==> src/tcc_pkg.sv <==
// package: register map, field positions and reset values of the timer
package tcc_pkg;
  // ----------------------------------------------------------------
  // register byte addresses
  // ----------------------------------------------------------------
  localparam logic [7:0] A_CTRL = 8'h00;
  localparam logic [7:0] A_CNT_HI = 8'h01;
  localparam logic [7:0] A_CNT_LO = 8'h02;
  localparam logic [7:0] A_MOD_HI = 8'h03;
  localparam logic [7:0] A_MOD_LO = 8'h04;
  localparam logic [7:0] A_IRQ_ST = 8'h05;
  localparam logic [7:0] A_IRQ_MSK = 8'h06;
  localparam logic [7:0] A_CH_BASE = 8'h10;
  localparam logic [7:0] CH_STRIDE = 8'h04;
  localparam logic [7:0] CH_SC = 8'h00;
  localparam logic [7:0] CH_VHI = 8'h01;
  localparam logic [7:0] CH_VLO = 8'h02;
  // ----------------------------------------------------------------
  // field positions and encodings
  // ----------------------------------------------------------------
  localparam int CTRL_RUN = 0;
  localparam int CTRL_CAS = 1;
  localparam int ST_OVF = 0;
  localparam int ST_CH0 = 1;
  localparam int SC_EDGE_LSB = 0;
  localparam int SC_MODE_LSB = 2;
  localparam logic [1:0] MODE_CAPTURE = 2'h0;
  localparam logic [15:0] CNT_ALL_ONES = 16'hffff;
  localparam logic [15:0] CNT_ZERO = 16'h0000;
  localparam logic [15:0] CNT_ONE = 16'h0001;
  // ----------------------------------------------------------------
  // reset values
  // ----------------------------------------------------------------
  localparam logic [1:0] CTRL_RST = 2'h1;
  localparam logic [15:0] MOD_RST = 16'h0000;
  localparam logic [7:0] SC_RST = 8'h00;
  localparam logic [7:0] MSK_RST = 8'h00;
  typedef enum logic {DIR_UP, DIR_DOWN} tcc_dir_t;
endpackage

==> src/tcc_ch_if.sv <==
// interface: link between the counter core and one capture channel
`timescale 1ns/10ps
`default_nettype none
interface tcc_ch_if;
  logic ce;
  logic cas;
  logic [15:0] cnt;
  logic wr_sc;
  logic rd_hi;
  logic rd_lo;
  logic [7:0] wdata;
  logic [7:0] sc;
  logic [15:0] rd_val;
  logic cap_pulse;
  modport core (output ce, cas, cnt, wr_sc, rd_hi, rd_lo, wdata,
                input sc, rd_val, cap_pulse);
  modport chan (input ce, cas, cnt, wr_sc, rd_hi, rd_lo, wdata,
                output sc, rd_val, cap_pulse);
endinterface
`default_nettype wire

==> src/tcc_timer_top.sv <==
// module: 16-bit timer counter with overflow and input capture channels
`timescale 1ns/10ps
`default_nettype none
module tcc_timer_top #(
  parameter int NUM_CH = 2
) (
  input wire logic i_clk_sys,
  input wire logic i_rst,
  input wire logic i_ce,
  input wire logic [7:0] i_addr,
  input wire logic [7:0] i_wr_data,
  input wire logic i_wr,
  input wire logic i_rd,
  input wire logic [NUM_CH-1:0] i_ch_pin,
  output logic [7:0] o_rd_data,
  output logic o_irq
);
  import tcc_pkg::*;

  // ----------------------------------------------------------------
  // parameter check
  // ----------------------------------------------------------------
  // status register holds overflow plus one bit per channel
  if (NUM_CH < 1 || NUM_CH > 4) begin : g_bad_num_ch
    $error("NUM_CH must be 1 to 4");
  end

  localparam int ST_W = NUM_CH + 1;

  // true when address a selects register off of channel n
  function automatic logic ch_hit(input logic [7:0] a, input int n,
                                  input logic [7:0] off);
    ch_hit = (a == A_CH_BASE + 8'(n) * CH_STRIDE + off);
  endfunction

  // ----------------------------------------------------------------
  // state
  // ----------------------------------------------------------------
  logic [1:0] ctrl_r;
  logic [15:0] mod_r;
  logic [15:0] cnt_r;
  tcc_dir_t dir_r;
  logic [15:0] cbuf_r;
  logic cvld_r, chi_r, clo_r;
  logic [ST_W-1:0] st_r, msk_r, st_nxt;
  logic [7:0] rd_r, rd_nxt;
  logic irq_r;
  logic run, cas, cnt_wr, rd_chi, rd_clo, ovf_evt;
  logic [15:0] term, cnt_view;
  logic [NUM_CH-1:0] cap_evt;
  logic [15:0] ch_val [NUM_CH];
  logic [7:0] ch_sc [NUM_CH];

  assign run = ctrl_r[CTRL_RUN];
  assign cas = ctrl_r[CTRL_CAS];
  assign cnt_wr = i_wr && (i_addr == A_CNT_HI || i_addr == A_CNT_LO);
  assign rd_chi = i_rd && (i_addr == A_CNT_HI);
  assign rd_clo = i_rd && (i_addr == A_CNT_LO);

  // either extreme modulus means the full 16-bit range
  assign term = (mod_r == CNT_ZERO || mod_r == CNT_ALL_ONES) ?
                CNT_ALL_ONES : mod_r;

  // overflow: wrap in up mode, turn-around at the top in center mode
  assign ovf_evt = run && !cnt_wr &&
                   (cas ? (dir_r == DIR_UP && cnt_r >= term)
                        : (cnt_r == term));

  // ----------------------------------------------------------------
  // control and modulus registers
  // ----------------------------------------------------------------
  // modulus is taken at once; a lowered modulus below the count only
  // takes effect after the next natural wrap in up mode
  always_ff @(posedge i_clk_sys or posedge i_rst) begin
    if (i_rst) begin
      ctrl_r <= CTRL_RST;
      mod_r <= MOD_RST;
      msk_r <= ST_W'(MSK_RST);
    end else if (i_ce && i_wr) begin
      if (i_addr == A_CTRL) begin
        ctrl_r <= i_wr_data[1:0];
      end
      if (i_addr == A_MOD_HI) begin
        mod_r[15:8] <= i_wr_data;
      end
      if (i_addr == A_MOD_LO) begin
        mod_r[7:0] <= i_wr_data;
      end
      if (i_addr == A_IRQ_MSK) begin
        msk_r <= i_wr_data[ST_W-1:0];
      end
    end
  end

  // ----------------------------------------------------------------
  // main counter
  // ----------------------------------------------------------------
  always_ff @(posedge i_clk_sys or posedge i_rst) begin
    if (i_rst) begin
      cnt_r <= CNT_ZERO;
      dir_r <= DIR_UP;
    end else if (i_ce) begin
      if (cnt_wr) begin
        cnt_r <= CNT_ZERO;
        dir_r <= DIR_UP;
      end else if (run && !cas) begin
        dir_r <= DIR_UP;
        cnt_r <= (cnt_r == term) ? CNT_ZERO : cnt_r + CNT_ONE;
      end else if (run && dir_r == DIR_UP) begin
        // the top count stands one clock, then counting turns down
        if (cnt_r >= term) begin
          cnt_r <= cnt_r - CNT_ONE;
          dir_r <= DIR_DOWN;
        end else begin
          cnt_r <= cnt_r + CNT_ONE;
        end
      end else if (run) begin
        // zero stands one clock, then counting turns up again
        if (cnt_r == CNT_ZERO) begin
          cnt_r <= CNT_ONE;
          dir_r <= DIR_UP;
        end else begin
          cnt_r <= cnt_r - CNT_ONE;
        end
      end
    end
  end

  // ----------------------------------------------------------------
  // counter read pairing
  // ----------------------------------------------------------------
  // reads only touch the buffer, never the count itself
  always_ff @(posedge i_clk_sys or posedge i_rst) begin
    if (i_rst) begin
      cbuf_r <= CNT_ZERO;
      cvld_r <= 1'b0;
      chi_r <= 1'b0;
      clo_r <= 1'b0;
    end else if (i_ce) begin
      if (cnt_wr) begin
        cvld_r <= 1'b0;
        chi_r <= 1'b0;
        clo_r <= 1'b0;
      end else if (!cvld_r && (rd_chi || rd_clo)) begin
        cbuf_r <= cnt_r;
        cvld_r <= 1'b1;
        chi_r <= rd_chi;
        clo_r <= rd_clo;
      end else if ((chi_r || rd_chi) && (clo_r || rd_clo)) begin
        cvld_r <= 1'b0;
        chi_r <= 1'b0;
        clo_r <= 1'b0;
      end else begin
        chi_r <= chi_r || rd_chi;
        clo_r <= clo_r || rd_clo;
      end
    end
  end

  assign cnt_view = cvld_r ? cbuf_r : cnt_r;

  // ----------------------------------------------------------------
  // capture channels
  // ----------------------------------------------------------------
  for (genvar i = 0; i < NUM_CH; i++) begin : g_ch
    tcc_ch_if chif ();
    assign chif.ce = i_ce;
    assign chif.cas = cas;
    assign chif.cnt = cnt_r;
    assign chif.wdata = i_wr_data;
    assign chif.wr_sc = i_wr && ch_hit(i_addr, i, CH_SC);
    assign chif.rd_hi = i_rd && ch_hit(i_addr, i, CH_VHI);
    assign chif.rd_lo = i_rd && ch_hit(i_addr, i, CH_VLO);
    assign ch_val[i] = chif.rd_val;
    assign ch_sc[i] = chif.sc;
    assign cap_evt[i] = chif.cap_pulse;
    tcc_capture_ch u_ch (
      .i_clk_sys (i_clk_sys),
      .i_rst (i_rst),
      .i_pin (i_ch_pin[i]),
      .bus (chif.chan)
    );
  end

  // ----------------------------------------------------------------
  // interrupt status, write one to clear
  // ----------------------------------------------------------------
  // a new event in the clearing cycle wins over the clear
  always_comb begin
    st_nxt = st_r;
    if (i_wr && i_addr == A_IRQ_ST) begin
      st_nxt = st_r & ~i_wr_data[ST_W-1:0];
    end
    st_nxt[ST_OVF] = st_nxt[ST_OVF] | ovf_evt;
    st_nxt[ST_CH0 +: NUM_CH] = st_nxt[ST_CH0 +: NUM_CH] | cap_evt;
  end

  always_ff @(posedge i_clk_sys or posedge i_rst) begin
    if (i_rst) begin
      st_r <= '0;
      irq_r <= 1'b0;
    end else if (i_ce) begin
      st_r <= st_nxt;
      irq_r <= |(st_r & msk_r);
    end
  end

  // ----------------------------------------------------------------
  // read data, valid only in the cycle after the strobe
  // ----------------------------------------------------------------
  always_comb begin
    rd_nxt = 8'h00;
    unique case (i_addr)
      A_CTRL: rd_nxt = {6'h00, ctrl_r};
      A_CNT_HI: rd_nxt = cnt_view[15:8];
      A_CNT_LO: rd_nxt = cnt_view[7:0];
      A_MOD_HI: rd_nxt = mod_r[15:8];
      A_MOD_LO: rd_nxt = mod_r[7:0];
      A_IRQ_ST: rd_nxt = 8'(st_r);
      A_IRQ_MSK: rd_nxt = 8'(msk_r);
      default: begin
        for (int n = 0; n < NUM_CH; n++) begin
          if (ch_hit(i_addr, n, CH_SC)) begin
            rd_nxt = ch_sc[n];
          end
          if (ch_hit(i_addr, n, CH_VHI)) begin
            rd_nxt = ch_val[n][15:8];
          end
          if (ch_hit(i_addr, n, CH_VLO)) begin
            rd_nxt = ch_val[n][7:0];
          end
        end
      end
    endcase
  end

  always_ff @(posedge i_clk_sys or posedge i_rst) begin
    if (i_rst) begin
      rd_r <= 8'h00;
    end else if (i_ce) begin
      rd_r <= i_rd ? rd_nxt : 8'h00;
    end
  end

  assign o_rd_data = rd_r;
  assign o_irq = irq_r;
endmodule
`default_nettype wire

==> src/tcc_capture_ch.sv <==
// module: one input capture channel with coherent value readout
`timescale 1ns/10ps
`default_nettype none
module tcc_capture_ch (
  input wire logic i_clk_sys,
  input wire logic i_rst,
  input wire logic i_pin,
  tcc_ch_if.chan bus
);
  import tcc_pkg::*;
  logic sync1_r, sync2_r, prev_r;
  logic [7:0] sc_r;
  logic [15:0] val_r, buf_r;
  logic vld_r, hi_done_r, lo_done_r, cap_r;
  logic rise, fall, hit;
  logic [1:0] edge_sel, mode_sel;

  // two-stage synchroniser, then one stage for edge history
  always_ff @(posedge i_clk_sys or posedge i_rst) begin
    if (i_rst) begin
      sync1_r <= 1'b0;
      sync2_r <= 1'b0;
      prev_r <= 1'b0;
    end else if (bus.ce) begin
      sync1_r <= i_pin;
      sync2_r <= sync1_r;
      prev_r <= sync2_r;
    end
  end

  // edge select bit 0 = rising, bit 1 = falling, both = any edge
  assign edge_sel = sc_r[SC_EDGE_LSB +: 2];
  assign mode_sel = sc_r[SC_MODE_LSB +: 2];
  assign rise = sync2_r & ~prev_r;
  assign fall = ~sync2_r & prev_r;
  assign hit = !bus.cas && (mode_sel == MODE_CAPTURE) &&
               ((edge_sel[0] && rise) || (edge_sel[1] && fall));

  // control register; a write also restarts the read pairing
  always_ff @(posedge i_clk_sys or posedge i_rst) begin
    if (i_rst) begin
      sc_r <= SC_RST;
    end else if (bus.ce && bus.wr_sc) begin
      sc_r <= bus.wdata;
    end
  end

  // capture the counter on an active edge
  always_ff @(posedge i_clk_sys or posedge i_rst) begin
    if (i_rst) begin
      val_r <= CNT_ZERO;
      cap_r <= 1'b0;
    end else if (bus.ce) begin
      cap_r <= hit;
      if (hit) begin
        val_r <= bus.cnt;
      end
    end
  end

  // first byte read freezes the pair until the other byte is read
  always_ff @(posedge i_clk_sys or posedge i_rst) begin
    if (i_rst) begin
      buf_r <= CNT_ZERO;
      vld_r <= 1'b0;
      hi_done_r <= 1'b0;
      lo_done_r <= 1'b0;
    end else if (bus.ce) begin
      if (bus.wr_sc) begin
        vld_r <= 1'b0;
        hi_done_r <= 1'b0;
        lo_done_r <= 1'b0;
      end else if (!vld_r && (bus.rd_hi || bus.rd_lo)) begin
        buf_r <= val_r;
        vld_r <= 1'b1;
        hi_done_r <= bus.rd_hi;
        lo_done_r <= bus.rd_lo;
      end else if ((hi_done_r || bus.rd_hi) && (lo_done_r || bus.rd_lo)) begin
        vld_r <= 1'b0;
        hi_done_r <= 1'b0;
        lo_done_r <= 1'b0;
      end
    end
  end

  assign bus.sc = sc_r;
  assign bus.rd_val = vld_r ? buf_r : val_r;
  assign bus.cap_pulse = cap_r;
endmodule
`default_nettype wire

==> config.mk <==
export PLATFORM = sky130hd
export DESIGN_NAME = tcc_timer_top
export DESIGN_NICKNAME = d
export VERILOG_FILES = /design/src/tcc_pkg.sv /design/src/tcc_ch_if.sv /design/src/tcc_timer_top.sv /design/src/tcc_capture_ch.sv
export SDC_FILE = /design/constraint.sdc
export NUM_CORES = 1
export LEC_CHECK = 0
export BUFFER_PORTS_ARGS = -buffer_cell sky130_fd_sc_hd__buf_2
export CORE_AREA = 4 4 123 172
export CTS_CLUSTER_SIZE = 24
export DETAILED_ROUTE_END_ITERATION = 16
export DIE_AREA = 0 0 127 176
export SYNTH_ARGS = -nofsm -noshare
export SYNTH_HDL_FRONTEND = slang
export SYNTH_HIERARCHICAL = 1
export SYNTH_SLANG_ARGS = --single-unit
==> constraint.sdc <==
create_clock -name i_clk_sys -period 7.35 [get_ports i_clk_sys]
set_input_delay 1.1025 -clock i_clk_sys [delete_from_list [all_inputs] [get_ports i_clk_sys]]
set_output_delay 1.1025 -clock i_clk_sys [all_outputs]
set_load 0.01 [all_outputs]
; ---- After elaboration in Yosys (flattened, before gate mapping)
; Index checks and enable logic that the tools add are counted.
[totals]
register_bits = 163
latchBits = 0
mem_bits_rw = 0
romBits = 0
input_bits = 23
output_inout_bits = 9
word_cells = 193
memories = 0
[classes]
addsub = 2
multipliers = 0
n_div = 0
n_lt_le_gt_ge = 1
eq_ne = 15
shifts = 0
mux = 50
bitwise_logic = 17
n_reduce_logical = 75
[op_table]
columns = operator, n
row1 = $mux W16, 11
row2 = $mux W8, 7
row3 = $pmux W8 S7, 1
row4 = $eq A8 B5 Y1 const B, 6
row5 = $logic_and A1 B1 Y1, 32
row6 = $logic_not A16 Y1, 2
row7 = $mux W1, 30
row8 = $eq A8 B3 Y1 const B, 3
row9 = $reduce_and A2 Y1, 10
row10 = $add A16 B1 Y16 const B, 1
row11 = $eq A16 B16 Y1, 1
row12 = $eq A16 B16 Y1 const B, 1
row13 = $eq A8 B2 Y1 const B, 2
row14 = $ge A16 B16 Y1, 1
row15 = $sub A16 B1 Y16 const B, 1
row16 = $logic_or A1 B1 Y1, 13
row17 = $reduce_and A3 Y1, 3
row18 = $reduce_bool A3 Y1, 3
row19 = $eq A8 B1 Y1 const B, 1
row20 = $logic_not A8 Y1, 1
row21 = $not A1 Y1, 8
row22 = $reduce_bool A4 Y1, 2
row23 = $and A3 B3 Y3, 2
row24 = $logic_not A1 Y1, 5
row25 = 9 further kinds, 13

; ---- Depth between registers and ports, before layout
[logic_depth]
word_depth = 9
ltp_mapped = 14
mapped_depth_nobuf = 12

; ---- Hierarchy
; The synthesis kept the hierarchy.
[modules_own_cells]
columns = mod, n_inst, cells_per_inst, area_each_um2, seq_area_each_um2
row1 = tcc_timer_top, 1, 597, 5338.9, 1727.9
row2 = tcc_capture_ch, 2, 135, 2074.5, 1176.1

; ---- Worst setup path before layout
; No wires, ideal clock.
[synth_timing]
kind = flip-flop to flip-flop
from = reg mod_r[2]
to = reg cnt_r[5]
setup_time_ns = 0.124
arrival_time_ns = 3.345
t_required_ns = 7.226
slack_ns = 3.881
path_stages_with_launch = 15
n_path_buf = 2
period_less_slack_ns = 3.469
cell_sequence = dfrtp_1 > nand4_1 > or4_1 > nand2_1 > clkbuf_1 > nor2_1 > ha_1 > a211o_1 > a221oi_1 > o211a_1 > o21ai_1 > buf_2 > nand3_1 > a41oi_1 > a211o_1
[synth_between]
elab_chain_len = 8
word_cells_on_any_way = 11
classes_between = order compare: 1 / eq/ne: 2 / mux: 6 / reduce/logical: 2
[synth_rtl]
columns = item, line
row1 = "start, declared", tcc_timer_top.sv:40  ; logic [15:0] mod_r;
row2 = "start signal, assigned", tcc_timer_top.sv:87  ; mod_r[7:0] <= i_wr_data;
row3 = $eq A16 B16 Y1 / $logic_not A16 Y1 (equally long branches), tcc_timer_top.sv:61  ; assign term = (mod_r == CNT_ZERO || mod_r == CNT_ALL_ONES) ?
row4 = $logic_or A1 B1 Y1, tcc_timer_top.sv:61
row5 = $mux W16 (*), tcc_timer_top.sv:61
row6 = $ge A16 B16 Y1, tcc_timer_top.sv:111  ; if (cnt_r >= term) begin
row7 = $mux W16, tcc_timer_top.sv:111
row8 = $mux W16, tcc_timer_top.sv:109  ; end else if (run && dir_r == DIR_UP) begin
row9 = $mux W16 (*), tcc_timer_top.sv:106  ; end else if (run && !cas) begin
row10 = $mux W16 (*), tcc_timer_top.sv:103  ; if (cnt_wr) begin
row11 = "end signal, assigned", tcc_timer_top.sv:108  ; cnt_r <= (cnt_r == term) ? CNT_ZERO : cnt_r + CNT_ONE;
row12 = "end signal, assigned", tcc_timer_top.sv:112  ; cnt_r <= cnt_r - CNT_ONE;
row13 = "end signal, assigned", tcc_timer_top.sv:115  ; cnt_r <= cnt_r + CNT_ONE;
row14 = "end, declared", tcc_timer_top.sv:41  ; logic [15:0] cnt_r;
; Mark *: on every way between the ends. The rest lies on a longest branch, timed or not.
; A chain may end at the register's enable or synchronous reset.

; ---- Worst setup path after layout
[layout_timing]
from = reg mod_r[11]
to = reg cnt_r[12]
; Same word-level chain as after synthesis.

==> results.yml <==
clock_tree:
  post_cts_buffers: 0
  clk_pin_slew_worst_paths_ns: 0.07
  clkLatencyLatePin_ns: 0.43
  clock_path_buffers: 2
  cts_resized: 0
  cts_tree: "built"
  cts_hold_buffers: 0
  clock-sinks: 163
  cts_made_buffers: 17
  cts_max_level: 4
  cts-root-buf: "clkbuf_16"
finish:
  finalNetCount: 915
  regArea_um2: 4080
  n_antenna_cell: 0
  drive_above_1_share: 0.280
  design_area_um2: 10400
  multi_input_area_um2: 5050
  num-fill-cells: 1753
  area_growth_pct: 9.42
hold_path:
  holdPathStages: 1
  worst_hold_path.endpoint: "o_rd_data[6]$_DFFE_PP0P_"
  hp-start: "o_rd_data[6]$_DFFE_PP0P_"
  hp-class: "reg -> reg"
power:
  power_leakage_nw: 4.82
  intPower_mw: 1.68
  powerDensity_nw_per_um2: 227
  peakVddDrop_mv: 0.181
  swShare: 0.287
  p_switching_mw: 0.676
  seqPwrFrac: 0.446
  p_clk_frac: 0.417
  p_comb_frac: 0.137
setup_path:
  start_kind: "flop"
  cpMostUsedCell: "nand3_1"
  slowest_delay_ns: 0.78
  reg2reg_to: "cnt_r[12]$_DFFE_PP0P_"
  arrival_ns: 4.55
  slowest_stage: "o21ai_1"
  worst-path-max-fanout: 16
  crit_buf_inv: 0
  required_ns: 7.69
  reg2reg_depth: 12
  rrSetupSlack_ns: 3.14
  reg2reg_from: "mod_r[11]$_DFFE_PP0P_"
  crit_path_end_kind: "flop"
  path_delay_family: "simple AND/OR/NAND/NOR gates"
  crit_type: "reg -> reg"
  crit_chain: "nand4_1 -> or4_1 -> nand2_1 -> nor2_1 -> ha_1 -> and3_1 -> nand3_1 -> o31a_1 -> o21ai_1 -> nand3_1 -> o211a_1 -> a211oi_1"
timing:
  tns_ns: 0
  skew_ns: 0.00876
  worst_pin_slew_ns: 1.19
  drv_slew: 0
  min_period_ns: 4.21
  hold_violations: 0
  fin_crit_sh: 0.573
  timing.fmax_mhz: 238
  slew_headroom: 0.188
  rsz0062_at_grt: "no"
  finalSetupViolCount: 0
flow_run:
  cap_violations: 0
drt:
  wl_per_cell_um: 26.6
  via_count: 7382
  drt_wl_total_um: 30300
  ant_nets: 0
  firstDrtPassIters: 5
  via_per_inst: 6.49
  drtIter0Drc: 659
  drc: 0
die:
  ioPinCount: 32
  rows: 61
  die_w_um: 127
  die_y_um: 176
  dieArea_um2: 22400
  core-area_um2: 19700
  start_util: 0.482
logic_synthesis:
  syn_area_per_cell_um2: 10.9
  synth_cell_type_count: 81
  synth_nets: 909
  yosysWarnings: 6
  syn_inst: 867
  synthArstFlopShare: 1.00
  synth_flop_cell: "dfrtp_1"
  synth_edf_count: 0
  ys_ff_latch: 163
  yosysSeqAreaShare: 0.430
  netlist_area_um2: 9490
placement:
  gp_congestion: 0.970
  dpl.hpwl_um: 21300
  io_buffers: 31
  placed_cell_area_um2: 9740
grt:
  grt_usage: 0.274
  grt_max_degree: 70
  grt_pass1_vias: 7681
  antenna_found_initial: 1
  overflow: 0
  grt_pass1_wl_um: 46100
status:
  status: "finished, final reports clean"
-- cell usage after synthesis, types with 5 or more instances --
cell         n  area, um2
buf_6        5       56.3
dfrtp_1    162       4050
a21o_1       8       60.1
nand2_1     61        229
a211oi_1     8       60.1
buf_1        6       22.5
and3_1      15       93.8
o21ai_1      5       25.0
nand3_1     21        105
mux2_4      29        435
buf_4        5       37.5
mux2i_1     19        190
or3_1        6       37.5
mux2_1       9        101
inv_1       14       52.6
o21ai_0     33        165
a221oi_1     7       61.3
mux2_2     119       1340
o22ai_1      8       50.1
ha_1        19        238
a31oi_1     13       81.3
o21a_1       9       67.6
nor2_1      49        184
nor3_1      15       75.1
clkbuf_1    28        105
a22oi_1     20        150
nand3b_1     7       52.6
buf_2        9       45.0
nand4_1     11       68.8
nand2b_1     7       43.8
nor4_1       7       43.8
o2bb2ai_1    5       43.8
a21oi_1     29        145
-- layout by cell type, fill, tap and decap left out, types with 4 or more instances in the layout --
cell type,netlist,final
dfrtp_1,162,162
mux2_2,119,119
nand2_1,61,61
nor2_1,49,49
o21ai_0,33,32
buf_2,9,31
mux2_4,29,29
a21oi_1,29,29
nand3_1,21,21
a22oi_1,20,20
mux2i_1,19,19
ha_1,19,19
clkbuf_16,0,17
and3_1,15,15
nor3_1,15,15
a31oi_1,13,13
inv_1,14,11
nand4_1,11,11
buf_4,5,10
mux2_1,9,9
o21a_1,9,9
o22ai_1,8,8
a21o_1,8,8
a211oi_1,8,8
nand2b_1,7,7
nor4_1,7,7
a221oi_1,7,7
nand3b_1,7,7
o21ai_1,5,6
or3_1,6,6
o2bb2ai_1,5,5
or2_2,4,4
a22o_1,4,4
and4_1,4,4
o32ai_1,4,4
a41oi_1,4,4
bufinv_16,0,4
-- per-layer routing --
metal	vias up	routed length, um	track usage
li1	3279	-	-
met1	3722	11800	0.331
met2	284	15000	0.458
met3	95	1520	0.0433
met4	2	1950	0.169
met5	-	10	0
-- worst register-to-register path, stage by stage (launching register included) --
cell and delay, ns:
dfrtp_1 0.42, nand4_1 0.13, or4_1 0.53, nand2_1 0.37, nor2_1 0.10, ha_1 0.31, and3_1 0.18, nand3_1 0.13
o31a_1 0.29, o21ai_1 0.78, nand3_1 0.33, o211a_1 0.31, a211oi_1 0.23
-- state kept, by name (all words and copies together), names as in the netlist, 2 cells and up --
register / count
cbuf_r: 16
cnt_r: 16
ctrl_r: 2
g_ch.u_ch/buf_r: 32
g_ch.u_ch/bus.cap_pulse: 2
g_ch.u_ch/bus.sc: 16
g_ch.u_ch/hi_done_r: 2
g_ch.u_ch/lo_done_r: 2
g_ch.u_ch/prev_r: 2
g_ch.u_ch/sync1_r: 2
g_ch.u_ch/sync2_r: 2
g_ch.u_ch/val_r: 32
g_ch.u_ch/vld_r: 2
mod_r: 16
msk_r: 3
o_rd_data: 8
st_r: 3
-- area by class of cell --
cell class / instances / area share
multi-input cells: 634 / 0.486
flip-flops and latches: 163 / 0.393
clock buffers: 21 / 0.0453
well taps: 252 / 0.0304
repair buffers: 42 / 0.0231
clock inverters: 11 / 0.0166
inverters: 15 / 0.00542
-- worst max-delay path by stage --
stage               depth (start not counted)                   from                        to
floorplan                                  14   mod_r[2]$_DFFE_PP0P_      cnt_r[5]$_DFFE_PP0P_
global placement                            9              i_addr[1]  o_rd_data[7]$_DFFE_PP0P_
detailed placement                         12  mod_r[10]$_DFFE_PP0P_     cnt_r[12]$_DFFE_PP0P_
CTS                                        12  mod_r[11]$_DFFE_PP0P_     cnt_r[12]$_DFFE_PP0P_
global route                               12  mod_r[10]$_DFFE_PP0P_      cnt_r[2]$_DFFE_PP0P_
finish                                     12  mod_r[11]$_DFFE_PP0P_     cnt_r[12]$_DFFE_PP0P_
-- per-stage QoR --
step	power [mW]	setup slack (ns)	std cells	hold WS (ns)	utilization
finish	2.36	3.14	1138	0.477	0.527
detailed placement	1.39	3.24	1106	0.465	0.495
global placement	1.37	3.16	1105	0.459	0.494
global route	2.44	2.82	1138	0.495	0.527
floorplan	1.27	3.88	867	0.454	-
CTS	2.36	3.22	1138	0.479	0.527
-- power groups by stage --
stage	logic [mW]	registers, mW	clock network, mW
5_1_grt	0.354	1.06	1.03
4_1_cts	0.319	1.05	0.993
3_3_place_gp	0.307	1.06	0
3_5_place_dp	0.320	1.07	0
2_1_floorplan	0.270	0.995	0
6_report	0.324	1.05	0.983
-- logic make-up (layout without fill, tap and decap cells) --
| group | Yosys count | after routing | synth area share |
|---|---|---|---|
| buf+inv | 70 | 89 | 0.0382 |
| flops | 163 | 163 | 0.430 |
| fa+ha+maj | 19 | 19 | 0.0251 |
| mux | 176 | 176 | 0.218 |
| compound gates | 196 | 196 | 0.146 |
| xor+xnor | 6 | 6 | 0.00554 |
| simple gates | 237 | 237 | 0.138 |
Note: power is estimated with default switching activity, not from simulation.
